File: src/design/rtc_irq_pkg.sv
// Shared constants and types of the RTC interrupt and clock-select block
package rtc_irq_pkg;

   // ------------------------------------------------------------
   // Register map (word index on the plain register port)
   // ------------------------------------------------------------
   localparam int          ADDR_W        = 3;
   localparam logic [2:0]  ADDR_IRQ_EN   = 3'h0; // Interrupt enables
   localparam logic [2:0]  ADDR_CLK_SRC  = 3'h1; // Clock source select
   localparam logic [2:0]  ADDR_FLAGS    = 3'h2; // Event flags
   localparam logic [2:0]  ADDR_CTRL1    = 3'h3; // Control register one
   localparam logic [2:0]  ADDR_SECONDS  = 3'h4; // Seconds data

   // ------------------------------------------------------------
   // Event bit positions, shared by enables and flags
   // ------------------------------------------------------------
   localparam int BIT_OVF     = 7;
   localparam int BIT_WEEK    = 6;
   localparam int BIT_DAY     = 5;
   localparam int BIT_HOUR    = 4;
   localparam int BIT_MINUTE  = 3;
   localparam int BIT_SEC     = 2;
   localparam int BIT_HALF    = 1;
   localparam int BIT_QUARTER = 0;

   // ------------------------------------------------------------
   // Control register one fields
   // ------------------------------------------------------------
   localparam int         CTRL_RUN_BIT   = 7;
   localparam int         CTRL_SRST_BIT  = 4;
   localparam logic [7:0] CTRL_WMASK     = 8'hF8; // Bits 2..0 read 0
   localparam logic [7:0] CTRL_SRST_ONLY = 8'h10; // Survives soft reset
   localparam logic [7:0] CTRL_RESET     = 8'h00;

   // ------------------------------------------------------------
   // Clock source register fields
   // ------------------------------------------------------------
   localparam int         SRC_LSB      = 0;
   localparam int         SRC_W        = 4;
   localparam int         OUT_LSB      = 4;
   localparam int         OUT_W        = 3;
   localparam logic [7:0] CSR_WMASK    = 8'h7F; // Bit 7 read-only zero
   localparam logic [7:0] CSR_RESET    = 8'h08;
   localparam logic [3:0] SRC_SYS_DIV8 = 4'h0;  // Free-running, clock/8
   localparam logic [3:0] SRC_CAL      = 4'h8;  // Subclock/4, calendar

   // ------------------------------------------------------------
   // Timing and reset values
   // ------------------------------------------------------------
   localparam int         FRC_PRESCALE = 8;     // System clock / 8
   localparam int         CLKDIV_W     = 5;     // Up to system clock / 32
   localparam logic [7:0] REG8_RESET   = 8'h00;

   // Power mode of the chip
   typedef enum logic [2:0] {
      PWR_ACTIVE    = 3'b000,
      PWR_SLEEP     = 3'b001,
      PWR_SUBACTIVE = 3'b010,
      PWR_SUBSLEEP  = 3'b011,
      PWR_WATCH     = 3'b100,
      PWR_STANDBY   = 3'b101
   } pwr_mode_t;

endpackage

File: src/design/rtc_irq_clksel.sv
// Interrupt, clock-source and event-flag logic of the real-time clock
//
// Local design decisions: the register addresses and the plain strobed port.
`timescale 1ns/1ps

module rtc_irq_clksel (
   // Clock and reset
   input  wire logic                        SYS_CLK,
   input  wire logic                        RST,
   // Register port
   input  wire logic [rtc_irq_pkg::ADDR_W-1:0] REG_ADDR,
   input  wire logic [7:0]                  REG_WDATA,
   input  wire logic                        REG_WR,
   input  wire logic                        REG_RD,
   output logic      [7:0]                  REG_RDATA,
   // Calendar counters of the surrounding RTC
   input  wire logic [7:0]                  CAL_SECONDS,
   input  wire logic [2:0]                  CAL_DOW,
   input  wire logic                        CAL_HOUR_TICK,
   input  wire logic                        CAL_MIN_TICK,
   input  wire logic                        CAL_SEC_TICK,
   input  wire logic                        CAL_HALF_TICK,
   input  wire logic                        CAL_QTR_TICK,
   output logic                             CAL_RUN,
   // Chip state and subclock
   input  wire logic                        SUB_CLK,
   input  rtc_irq_pkg::pwr_mode_t           PWR_MODE,
   input  wire logic                        PIN_FUNC_EN,
   // Clock output pin
   output logic                             CLK_OUT,
   output logic                             CLK_OUT_EN,
   // Interrupt
   output logic                             IRQ
);
   import rtc_irq_pkg::*;

   // ------------------------------------------------------------
   // Helpers
   // ------------------------------------------------------------

   // True when the source code runs the free-running counter
   function automatic logic is_frc(input logic [3:0] src);
      is_frc = (src != SRC_CAL);
   endfunction

   // True for a source code software is allowed to write
   function automatic logic src_legal(input logic [3:0] src);
      src_legal = (src <= SRC_CAL);
   endfunction

   // ------------------------------------------------------------
   // Registers
   // ------------------------------------------------------------
   logic [7:0]           irq_en;         // Interrupt enable register
   logic [7:0]           next_irq_en;
   logic [7:0]           clk_src;        // Clock source register
   logic [7:0]           next_clk_src;
   logic [7:0]           flags;          // Event flag register
   logic [7:0]           next_flags;
   logic [7:0]           ctrl1;          // Control register one
   logic [7:0]           next_ctrl1;
   logic [7:0]           next_rdata;     // Read data for next cycle
   logic                 next_irq;       // Interrupt level

   // Free-running counter state
   logic [2:0]           prescale;       // Clock/8 prescaler
   logic [2:0]           next_prescale;
   logic [7:0]           frc_cnt;        // Free-running count
   logic [7:0]           next_frc_cnt;
   logic                 frc_tick;       // Prescaler wraps
   logic                 frc_ovf;        // Counter wraps past FF

   // Event detection state
   logic [2:0]           dow_prev;       // Last day-of-week seen
   logic [2:0]           next_dow_prev;
   logic [7:0]           evt;            // Events of this cycle
   logic                 cal_active;     // Calendar mode and running

   // Clock output state
   logic [CLKDIV_W-1:0]  clkdiv;         // System clock divider
   logic [CLKDIV_W-1:0]  next_clkdiv;
   logic                 sub_q;          // Sampled subclock
   logic                 next_clk_out;
   logic                 next_clk_out_en;
   logic                 next_cal_run;

   // Decoded control
   logic                 srst;           // Soft reset active
   logic                 run;            // Run bit
   logic                 frc_mode;       // Free-running mode
   logic                 wr_flags;       // Write to flag register

   assign srst     = ctrl1[CTRL_SRST_BIT];
   assign run      = ctrl1[CTRL_RUN_BIT];
   assign frc_mode = is_frc(clk_src[SRC_LSB +: SRC_W]);
   assign wr_flags = REG_WR && (REG_ADDR == ADDR_FLAGS);

   // ------------------------------------------------------------
   // Free-running counter
   // ------------------------------------------------------------

   // Prescaler and 8-bit counter advance only in free-running mode
   always_comb begin
      next_prescale = prescale;
      next_frc_cnt  = frc_cnt;
      frc_tick      = (prescale == 3'(FRC_PRESCALE - 1));
      frc_ovf       = 1'b0;
      if (srst) begin
         // Counter is a control circuit cleared by soft reset
         next_prescale = 3'h0;
         next_frc_cnt  = 8'h00;
      end else if (frc_mode && run) begin
         // Counts while run is one, holds while zero
         next_prescale = prescale + 3'h1;
         if (frc_tick) begin
            next_frc_cnt = frc_cnt + 8'h01;
            frc_ovf      = (frc_cnt == 8'hFF);
         end
      end else begin
         // Calendar mode or stopped: prescaler restarts
         next_prescale = 3'h0;
      end
   end

   // Register the counter state
   always_ff @(posedge SYS_CLK) begin
      if (RST) begin
         prescale <= 3'h0;
         frc_cnt  <= 8'h00;
      end else begin
         prescale <= next_prescale;
         frc_cnt  <= next_frc_cnt;
      end
   end

   // ------------------------------------------------------------
   // Event detection
   // ------------------------------------------------------------

   // Collect the eight events in the shared bit order
   always_comb begin
      cal_active         = run && !frc_mode && !srst;
      next_dow_prev      = CAL_DOW;
      evt                = 8'h00;
      evt[BIT_OVF]       = frc_ovf;
      // Day event on any day-of-week count, week when it hits 0
      evt[BIT_DAY]       = cal_active && (CAL_DOW != dow_prev);
      evt[BIT_WEEK]      = cal_active && (CAL_DOW != dow_prev)
                           && (CAL_DOW == 3'h0);
      evt[BIT_HOUR]      = cal_active && CAL_HOUR_TICK;
      evt[BIT_MINUTE]    = cal_active && CAL_MIN_TICK;
      evt[BIT_SEC]       = cal_active && CAL_SEC_TICK;
      evt[BIT_HALF]      = cal_active && CAL_HALF_TICK;
      evt[BIT_QUARTER]   = cal_active && CAL_QTR_TICK;
   end

   // Remember the previous day-of-week value
   always_ff @(posedge SYS_CLK) begin
      if (RST) begin
         dow_prev <= 3'h0;
      end else begin
         dow_prev <= next_dow_prev;
      end
   end

   // ------------------------------------------------------------
   // Register file
   // ------------------------------------------------------------

   // Writes, soft reset, flag set and clear
   always_comb begin
      next_irq_en  = irq_en;
      next_clk_src = clk_src;
      next_ctrl1   = ctrl1;
      // Hardware only ever sets flags, never clears them
      next_flags   = flags | (evt & irq_en);
      if (REG_WR) begin
         unique case (REG_ADDR)
            ADDR_IRQ_EN: begin
               next_irq_en = REG_WDATA;
            end
            ADDR_CLK_SRC: begin
               // Bit 7 ignores writes; forbidden sources keep old one
               next_clk_src = (REG_WDATA & CSR_WMASK);
               if (!src_legal(REG_WDATA[SRC_LSB +: SRC_W])) begin
                  next_clk_src[SRC_LSB +: SRC_W] =
                     clk_src[SRC_LSB +: SRC_W];
               end
            end
            ADDR_FLAGS: begin
               // Zero bits clear, one bits leave alone; set wins
               next_flags = (flags & REG_WDATA)
                            | (evt & irq_en);
            end
            ADDR_CTRL1: begin
               next_ctrl1 = REG_WDATA & CTRL_WMASK;
            end
            default: begin
               // Seconds data and unmapped words ignore writes
            end
         endcase
      end
      if (srst) begin
         // Everything but the source register and the reset bit
         next_irq_en = REG8_RESET;
         next_flags  = REG8_RESET;
         next_ctrl1  = next_ctrl1 & CTRL_SRST_ONLY;
      end
      next_irq = |(next_flags & next_irq_en);
   end

   // Read data mux, valid only in the cycle after the strobe
   always_comb begin
      next_rdata = 8'h00;
      if (REG_RD) begin
         unique case (REG_ADDR)
            ADDR_IRQ_EN:  next_rdata = irq_en;
            ADDR_CLK_SRC: next_rdata = clk_src & CSR_WMASK;
            ADDR_FLAGS:   next_rdata = flags;
            ADDR_CTRL1:   next_rdata = ctrl1;
            ADDR_SECONDS: begin
               next_rdata = frc_mode ? frc_cnt : CAL_SECONDS;
            end
            default:      next_rdata = 8'h00;
         endcase
      end
   end

   // Register file flip-flops
   always_ff @(posedge SYS_CLK) begin
      if (RST) begin
         irq_en    <= REG8_RESET;
         clk_src   <= CSR_RESET;
         flags     <= REG8_RESET;
         ctrl1     <= CTRL_RESET;
         REG_RDATA <= 8'h00;
         IRQ       <= 1'b0;
      end else begin
         irq_en    <= next_irq_en;
         clk_src   <= next_clk_src;
         flags     <= next_flags;
         ctrl1     <= next_ctrl1;
         REG_RDATA <= next_rdata;
         IRQ       <= next_irq;
      end
   end

   // ------------------------------------------------------------
   // Clock output
   // ------------------------------------------------------------

   // Select divided system clock or subclock, gated by power mode
   always_comb begin
      logic [OUT_W-1:0] sel;
      logic             div_val;
      logic             allowed;
      sel         = clk_src[OUT_LSB +: OUT_W];
      allowed     = 1'b0;
      next_clkdiv = clkdiv + 1'b1;
      // 000 /4, 010 /8, 100 /16, 110 /32 from one binary divider;
      // the tap index is three bits so code 110 reaches bit 4
      div_val     = clkdiv[{1'b0, sel[2:1]} + 3'h1];
      if (sel[0]) begin
         // Subclock runs in every mode but standby
         allowed = (PWR_MODE != PWR_STANDBY);
      end else begin
         allowed = (PWR_MODE == PWR_ACTIVE)
                   || (PWR_MODE == PWR_SLEEP);
      end
      next_clk_out    = PIN_FUNC_EN && allowed
                        && (sel[0] ? sub_q : div_val);
      next_clk_out_en = PIN_FUNC_EN;
      next_cal_run    = run && !frc_mode && !srst;
   end

   // Clock output flip-flops
   always_ff @(posedge SYS_CLK) begin
      if (RST) begin
         clkdiv     <= '0;
         sub_q      <= 1'b0;
         CLK_OUT    <= 1'b0;
         CLK_OUT_EN <= 1'b0;
         CAL_RUN    <= 1'b0;
      end else begin
         clkdiv     <= next_clkdiv;
         sub_q      <= SUB_CLK;
         CLK_OUT    <= next_clk_out;
         CLK_OUT_EN <= next_clk_out_en;
         CAL_RUN    <= next_cal_run;
      end
   end
endmodule

File: config.mk
export PLATFORM = sky130hd
export DESIGN_NAME = rtc_irq_clksel
export DESIGN_NICKNAME = d
export VERILOG_FILES = /design/src/design/rtc_irq_pkg.sv /design/src/design/rtc_irq_clksel.sv
export SDC_FILE = /design/constraint.sdc
export NUM_CORES = 1
export LEC_CHECK = 0
export ABC_AREA = 1
export BUFFER_PORTS_ARGS = -buffer_cell sky130_fd_sc_hd__buf_2
export CAP_MARGIN = 15
export CORE_MARGIN = 2
export CORE_UTILIZATION = 58
export CTS_BUF_LIST = sky130_fd_sc_hd__clkbuf_4 sky130_fd_sc_hd__clkbuf_8
export CTS_CLUSTER_DIAMETER = 40
export DETAILED_ROUTE_END_ITERATION = 7
export PLACE_DENSITY = 0.79
export SYNTH_ARGS = -nofsm -noshare
export SYNTH_HDL_FRONTEND = slang
export SYNTH_SLANG_ARGS = --single-unit
File: constraint.sdc
create_clock -name SYS_CLK -period 1.7 [get_ports SYS_CLK]
set_input_delay 0.34 -clock SYS_CLK [delete_from_list [all_inputs] [get_ports SYS_CLK]]
set_output_delay 0.34 -clock SYS_CLK [all_outputs]
set_load 0.005 [all_outputs]
==> results.md <==
| Quantity | Reported | Unit |
| --- | --- | --- |
| Run status | completed | - |
| Total via count after detailed routing | 2895 | - |
| Detailed Place HPWL | 5490 | µm |
| Critical Path End Type | flop | - |
| Highest metal used | met4 | - |
| Height of the die | 73.5 | µm |
| Unrepaired setup endpoints after global routing | no | - |
| Port bufs | 47 | - |
| Placed insts | 510 | - |
| Crit share post-route | 0.903 | - |
| Horizontal die dimension | 73.5 | µm |
| First DRT Iteration DRCs | 278 | - |
| Largest incremental delay on the critical path | 0.35 | ns |
| Post-synthesis cell count | 402 | - |
| Required @ worst endpoint | 1.97 | ns |
| Total of flip-flops plus latches after synthesis | 60 | - |
| Maximum fanout encountered on the critical timing path | 5 | - |
| Die Area | 5400 | µm² |
| Number of top-level design ports | 48 | - |
| Arrival @ worst endpoint | 1.80 | ns |
| Ant. Diodes | 0 | - |
| First-pass GRT wire length | 12200 | µm |
| Clock buffers created by TritonCTS | 9 | - |
| Synth warn | 0 | - |
| Largest net degree at the start of global routing | 13 | - |
| Library cell with the largest summed area after synthesis | sky130_fd_sc_hd__dfxtp_1 | - |
| Critical path cell sequence | inv_1 > nor2_2 > inv_1 > nor2_4 > nand3_1 > nand2_1 > nand2_1 > nand2_1 > inv_1 > nand2_1 > nor2_1 > nor2_1 | - |
| Final nets | 508 | - |
| Remaining Overflow, GRT | 0 | - |
| Starting density of the core | 0.597 | - |
| Share of cells above drive strength 1 | 0.210 | - |
| Dominant cells by area after synthesis | sky130_fd_sc_hd__dfxtp_1 43%, sky130_fd_sc_hd__nand2_1 10%, sky130_fd_sc_hd__inv_1 7.8%, sky130_fd_sc_hd__nor2_1 7.0%, sky130_fd_sc_hd__a21oi_1 5.9% | - |
| Yosys top cell area share | 0.429 | - |
| Buffers from clock root to sink, at most | 2 | - |
| Commonest cells after routing, fill and taps aside | 78 x sky130_fd_sc_hd__nand2_1, 60 x sky130_fd_sc_hd__dfxtp_1, 58 x sky130_fd_sc_hd__inv_1 | - |
| Element type at the critical path start | flop | - |
| Slowest CP cell | sky130_fd_sc_hd__dfxtp_1 | - |
| Clock latency at the later pin of the worst-skew pair | 0.34 | ns |
| Total Wirelength | 7470 | µm |
| Total length of routed met3 wires | 680 | µm |
| Setup Total Neg Slack | 0 | ns |
| Number of setup violations in the final report | 0 | - |
| Final total power | 3.20 | mW |
| Final instance count without filler cells | 526 | - |
| Root Buffer Master | sky130_fd_sc_hd__clkbuf_8 | - |
| Distinct cells, synth | 28 | - |
| Routability-driven placement congestion ratio | 0.952 | - |
| CTS Hold Buffers Added | 0 | - |
| Fraction of synthesis flops using an asynchronous set or reset pin | 0 | - |
| DRC viols | 0 | - |
| Classification of the worst setup path | reg2reg | - |
| Final max-slew violation count | 0 | - |
| Detail Route Antenna Nets | 0 | - |
| Min Tclk post-route | 1.54 | ns |
| Post-CTS repair timing setup buffer count | 0 | - |
| Metal-1 WL | 3370 | µm |
| Antenna violations before repair | 0 | - |
| Cell area after technology mapping | 2800 | µm² |
| Most common library cell in the layout ignoring fill and taps | sky130_fd_sc_hd__nand2_1 | - |
| Minimum hold slack | 0.206 | ns |
| Via count of the first global-routing pass | 2594 | - |
| Mean Syn Cell Area | 6.97 | µm² |
| Number of enable flip-flop cells after synthesis | 0 | - |
| Number of violations of the max-capacitance limit | 0 | - |
| Placeable core region | 4690 | µm² |
| Dominant cell type by count on the critical path | sky130_fd_sc_hd__nand2_1 | - |
| Clock slew at reported path FFs | 0.07 | ns |
| Transition time of the tightest slew-check pin | 0.484 | ns |
| Clk sinks | 60 | - |
| Post-synthesis net count | 443 | - |
| Family of cells with the greatest summed delay on the critical path | simple AND/OR/NAND/NOR gates | - |
| Leakage power total | 1.58 | nW |
| Hold Path Class | in2reg | - |
| Area Growth Syn to Fin | 21.3 | % |
| Seq/Total Area, Yosys | 0.429 | - |
| Worst slew slack as a fraction of its limit | 0.677 | - |
| Max IR drop VDD | 703 | µV |
| Most common flop cell mapped by yosys | sky130_fd_sc_hd__dfxtp_1 | - |
| DR WL/cell | 14.2 | µm |
| Power per cell area | 941 | nW/µm² |
| Site Rows | 25 | - |
| Detailed-routing iteration count for the pre-antenna-repair pass | 5 | - |
| Global-route usage over all layers | 0.298 | - |
| Post-cts gate resize count | 0 | - |
| DR WL met2 | 3250 | µm |
| Via/cell ratio | 5.50 | - |
| CP Buf/Inv Count | 3 | - |
| TritonCTS clock tree | yes | - |
| Number of failing hold endpoints at the final stage | 0 | - |
| Maximum achievable frequency | 0.651 | GHz |
| Worst clock skew | 0.00625 | ns |
| Number of H-tree branching levels | 3 | - |
## flip-flops by register name, summed over array words and instances, names as in the netlist, 5 cells and up
name / flops
clk_src: 7
irq_en: 8
REG_RDATA: 8
frc_cnt: 8
clkdiv: 5
ctrl1: 5
flags: 8
## synth_stat cells (2+ instances only)
cell / instances
sky130_fd_sc_hd__a211oi_1: 5
sky130_fd_sc_hd__a21oi_1: 33
sky130_fd_sc_hd__a221oi_1: 2
sky130_fd_sc_hd__a31oi_1: 4
sky130_fd_sc_hd__clkbuf_1: 4
sky130_fd_sc_hd__dfxtp_1: 60
sky130_fd_sc_hd__ha_1: 5
sky130_fd_sc_hd__inv_1: 58
sky130_fd_sc_hd__inv_2: 12
sky130_fd_sc_hd__nand2_1: 78
sky130_fd_sc_hd__nand3_1: 12
sky130_fd_sc_hd__nand3_2: 2
sky130_fd_sc_hd__nand4_1: 2
sky130_fd_sc_hd__nor2_1: 52
sky130_fd_sc_hd__nor2_2: 4
sky130_fd_sc_hd__nor3_1: 10
sky130_fd_sc_hd__o211ai_1: 4
sky130_fd_sc_hd__o21ai_0: 19
sky130_fd_sc_hd__o21ai_1: 23
sky130_fd_sc_hd__o221a_2: 3
sky130_fd_sc_hd__or2_1: 2
sky130_fd_sc_hd__xor2_1: 2
## path summary, 6_finish.rpt
| kind | from | endpoint | slack [ns] | cells past startpoint |
|---|---|---|---|---|
| worst min-delay path | SUB_CLK | sub_q | 0.21 | 3 |
| worst min register to register | prescale[0] | prescale[0] | 0.42 | 1 |
| worst max-delay path | ctrl1[7] | IRQ | 0.16 | 12 |
| worst max register to register | ctrl1[7] | IRQ | 0.16 | 12 |
## kinds of logic after synthesis
family                   Yosys count  synth area share
AO/OA/AOI/OAI                     95             0.190
XOR/XNOR                           3           0.00938
adder cells (fa/ha/maj)            5            0.0223
buffers and inverters             74            0.0991
flip-flops                        60             0.429
AND/OR/NAND/NOR                  165             0.250
## area by class of cell
type | count | area, µm²
Clock buffer | 11 | 145
Multi-Input combinational cell | 268 | 1330
Fill cell | 382 | 1290
Clock inverter | 5 | 75.1
Tap cell | 54 | 67.6
Timing Repair Buffer | 58 | 318
Sequential cell | 60 | 1200
Inverter | 70 | 263
## tightest hold or removal path, cell delays in order
cell and delay, ns:
sky130_fd_sc_hd__buf_2 0.08, sky130_fd_sc_hd__inv_1 0.03, sky130_fd_sc_hd__nor2_1 0.06
## per-stage QoR
| stage | cell area (µm²) | util | setup WS, ns |
|---|---|---|---|
| CTS | 3390 | 0.723 | 0.0645 |
| detailed placement | 3170 | 0.676 | 0.104 |
| floorplan | 2800 | - | 0.367 |
| finish | 3400 | 0.725 | 0.164 |
| global route | 3400 | 0.725 | 0.0302 |
| global placement | 3170 | 0.676 | 0.146 |
## report_power, final
group	leakage [nW]	internal, mW	switching, mW
Sequential	0.487	1.44	0.0204
Clock	0.116	0.874	0.565
Combinational	0.980	0.110	0.189
## metal layers
metal / global-route usage / vias to the layer above
li1: - / 1439
met1: 0.421 / 1287
met2: 0.447 / 148
met3: 0.0535 / 21
met4: 0.125 / 0
met5: 0 / -
Note: power is estimated with default switching activity, not from simulation.
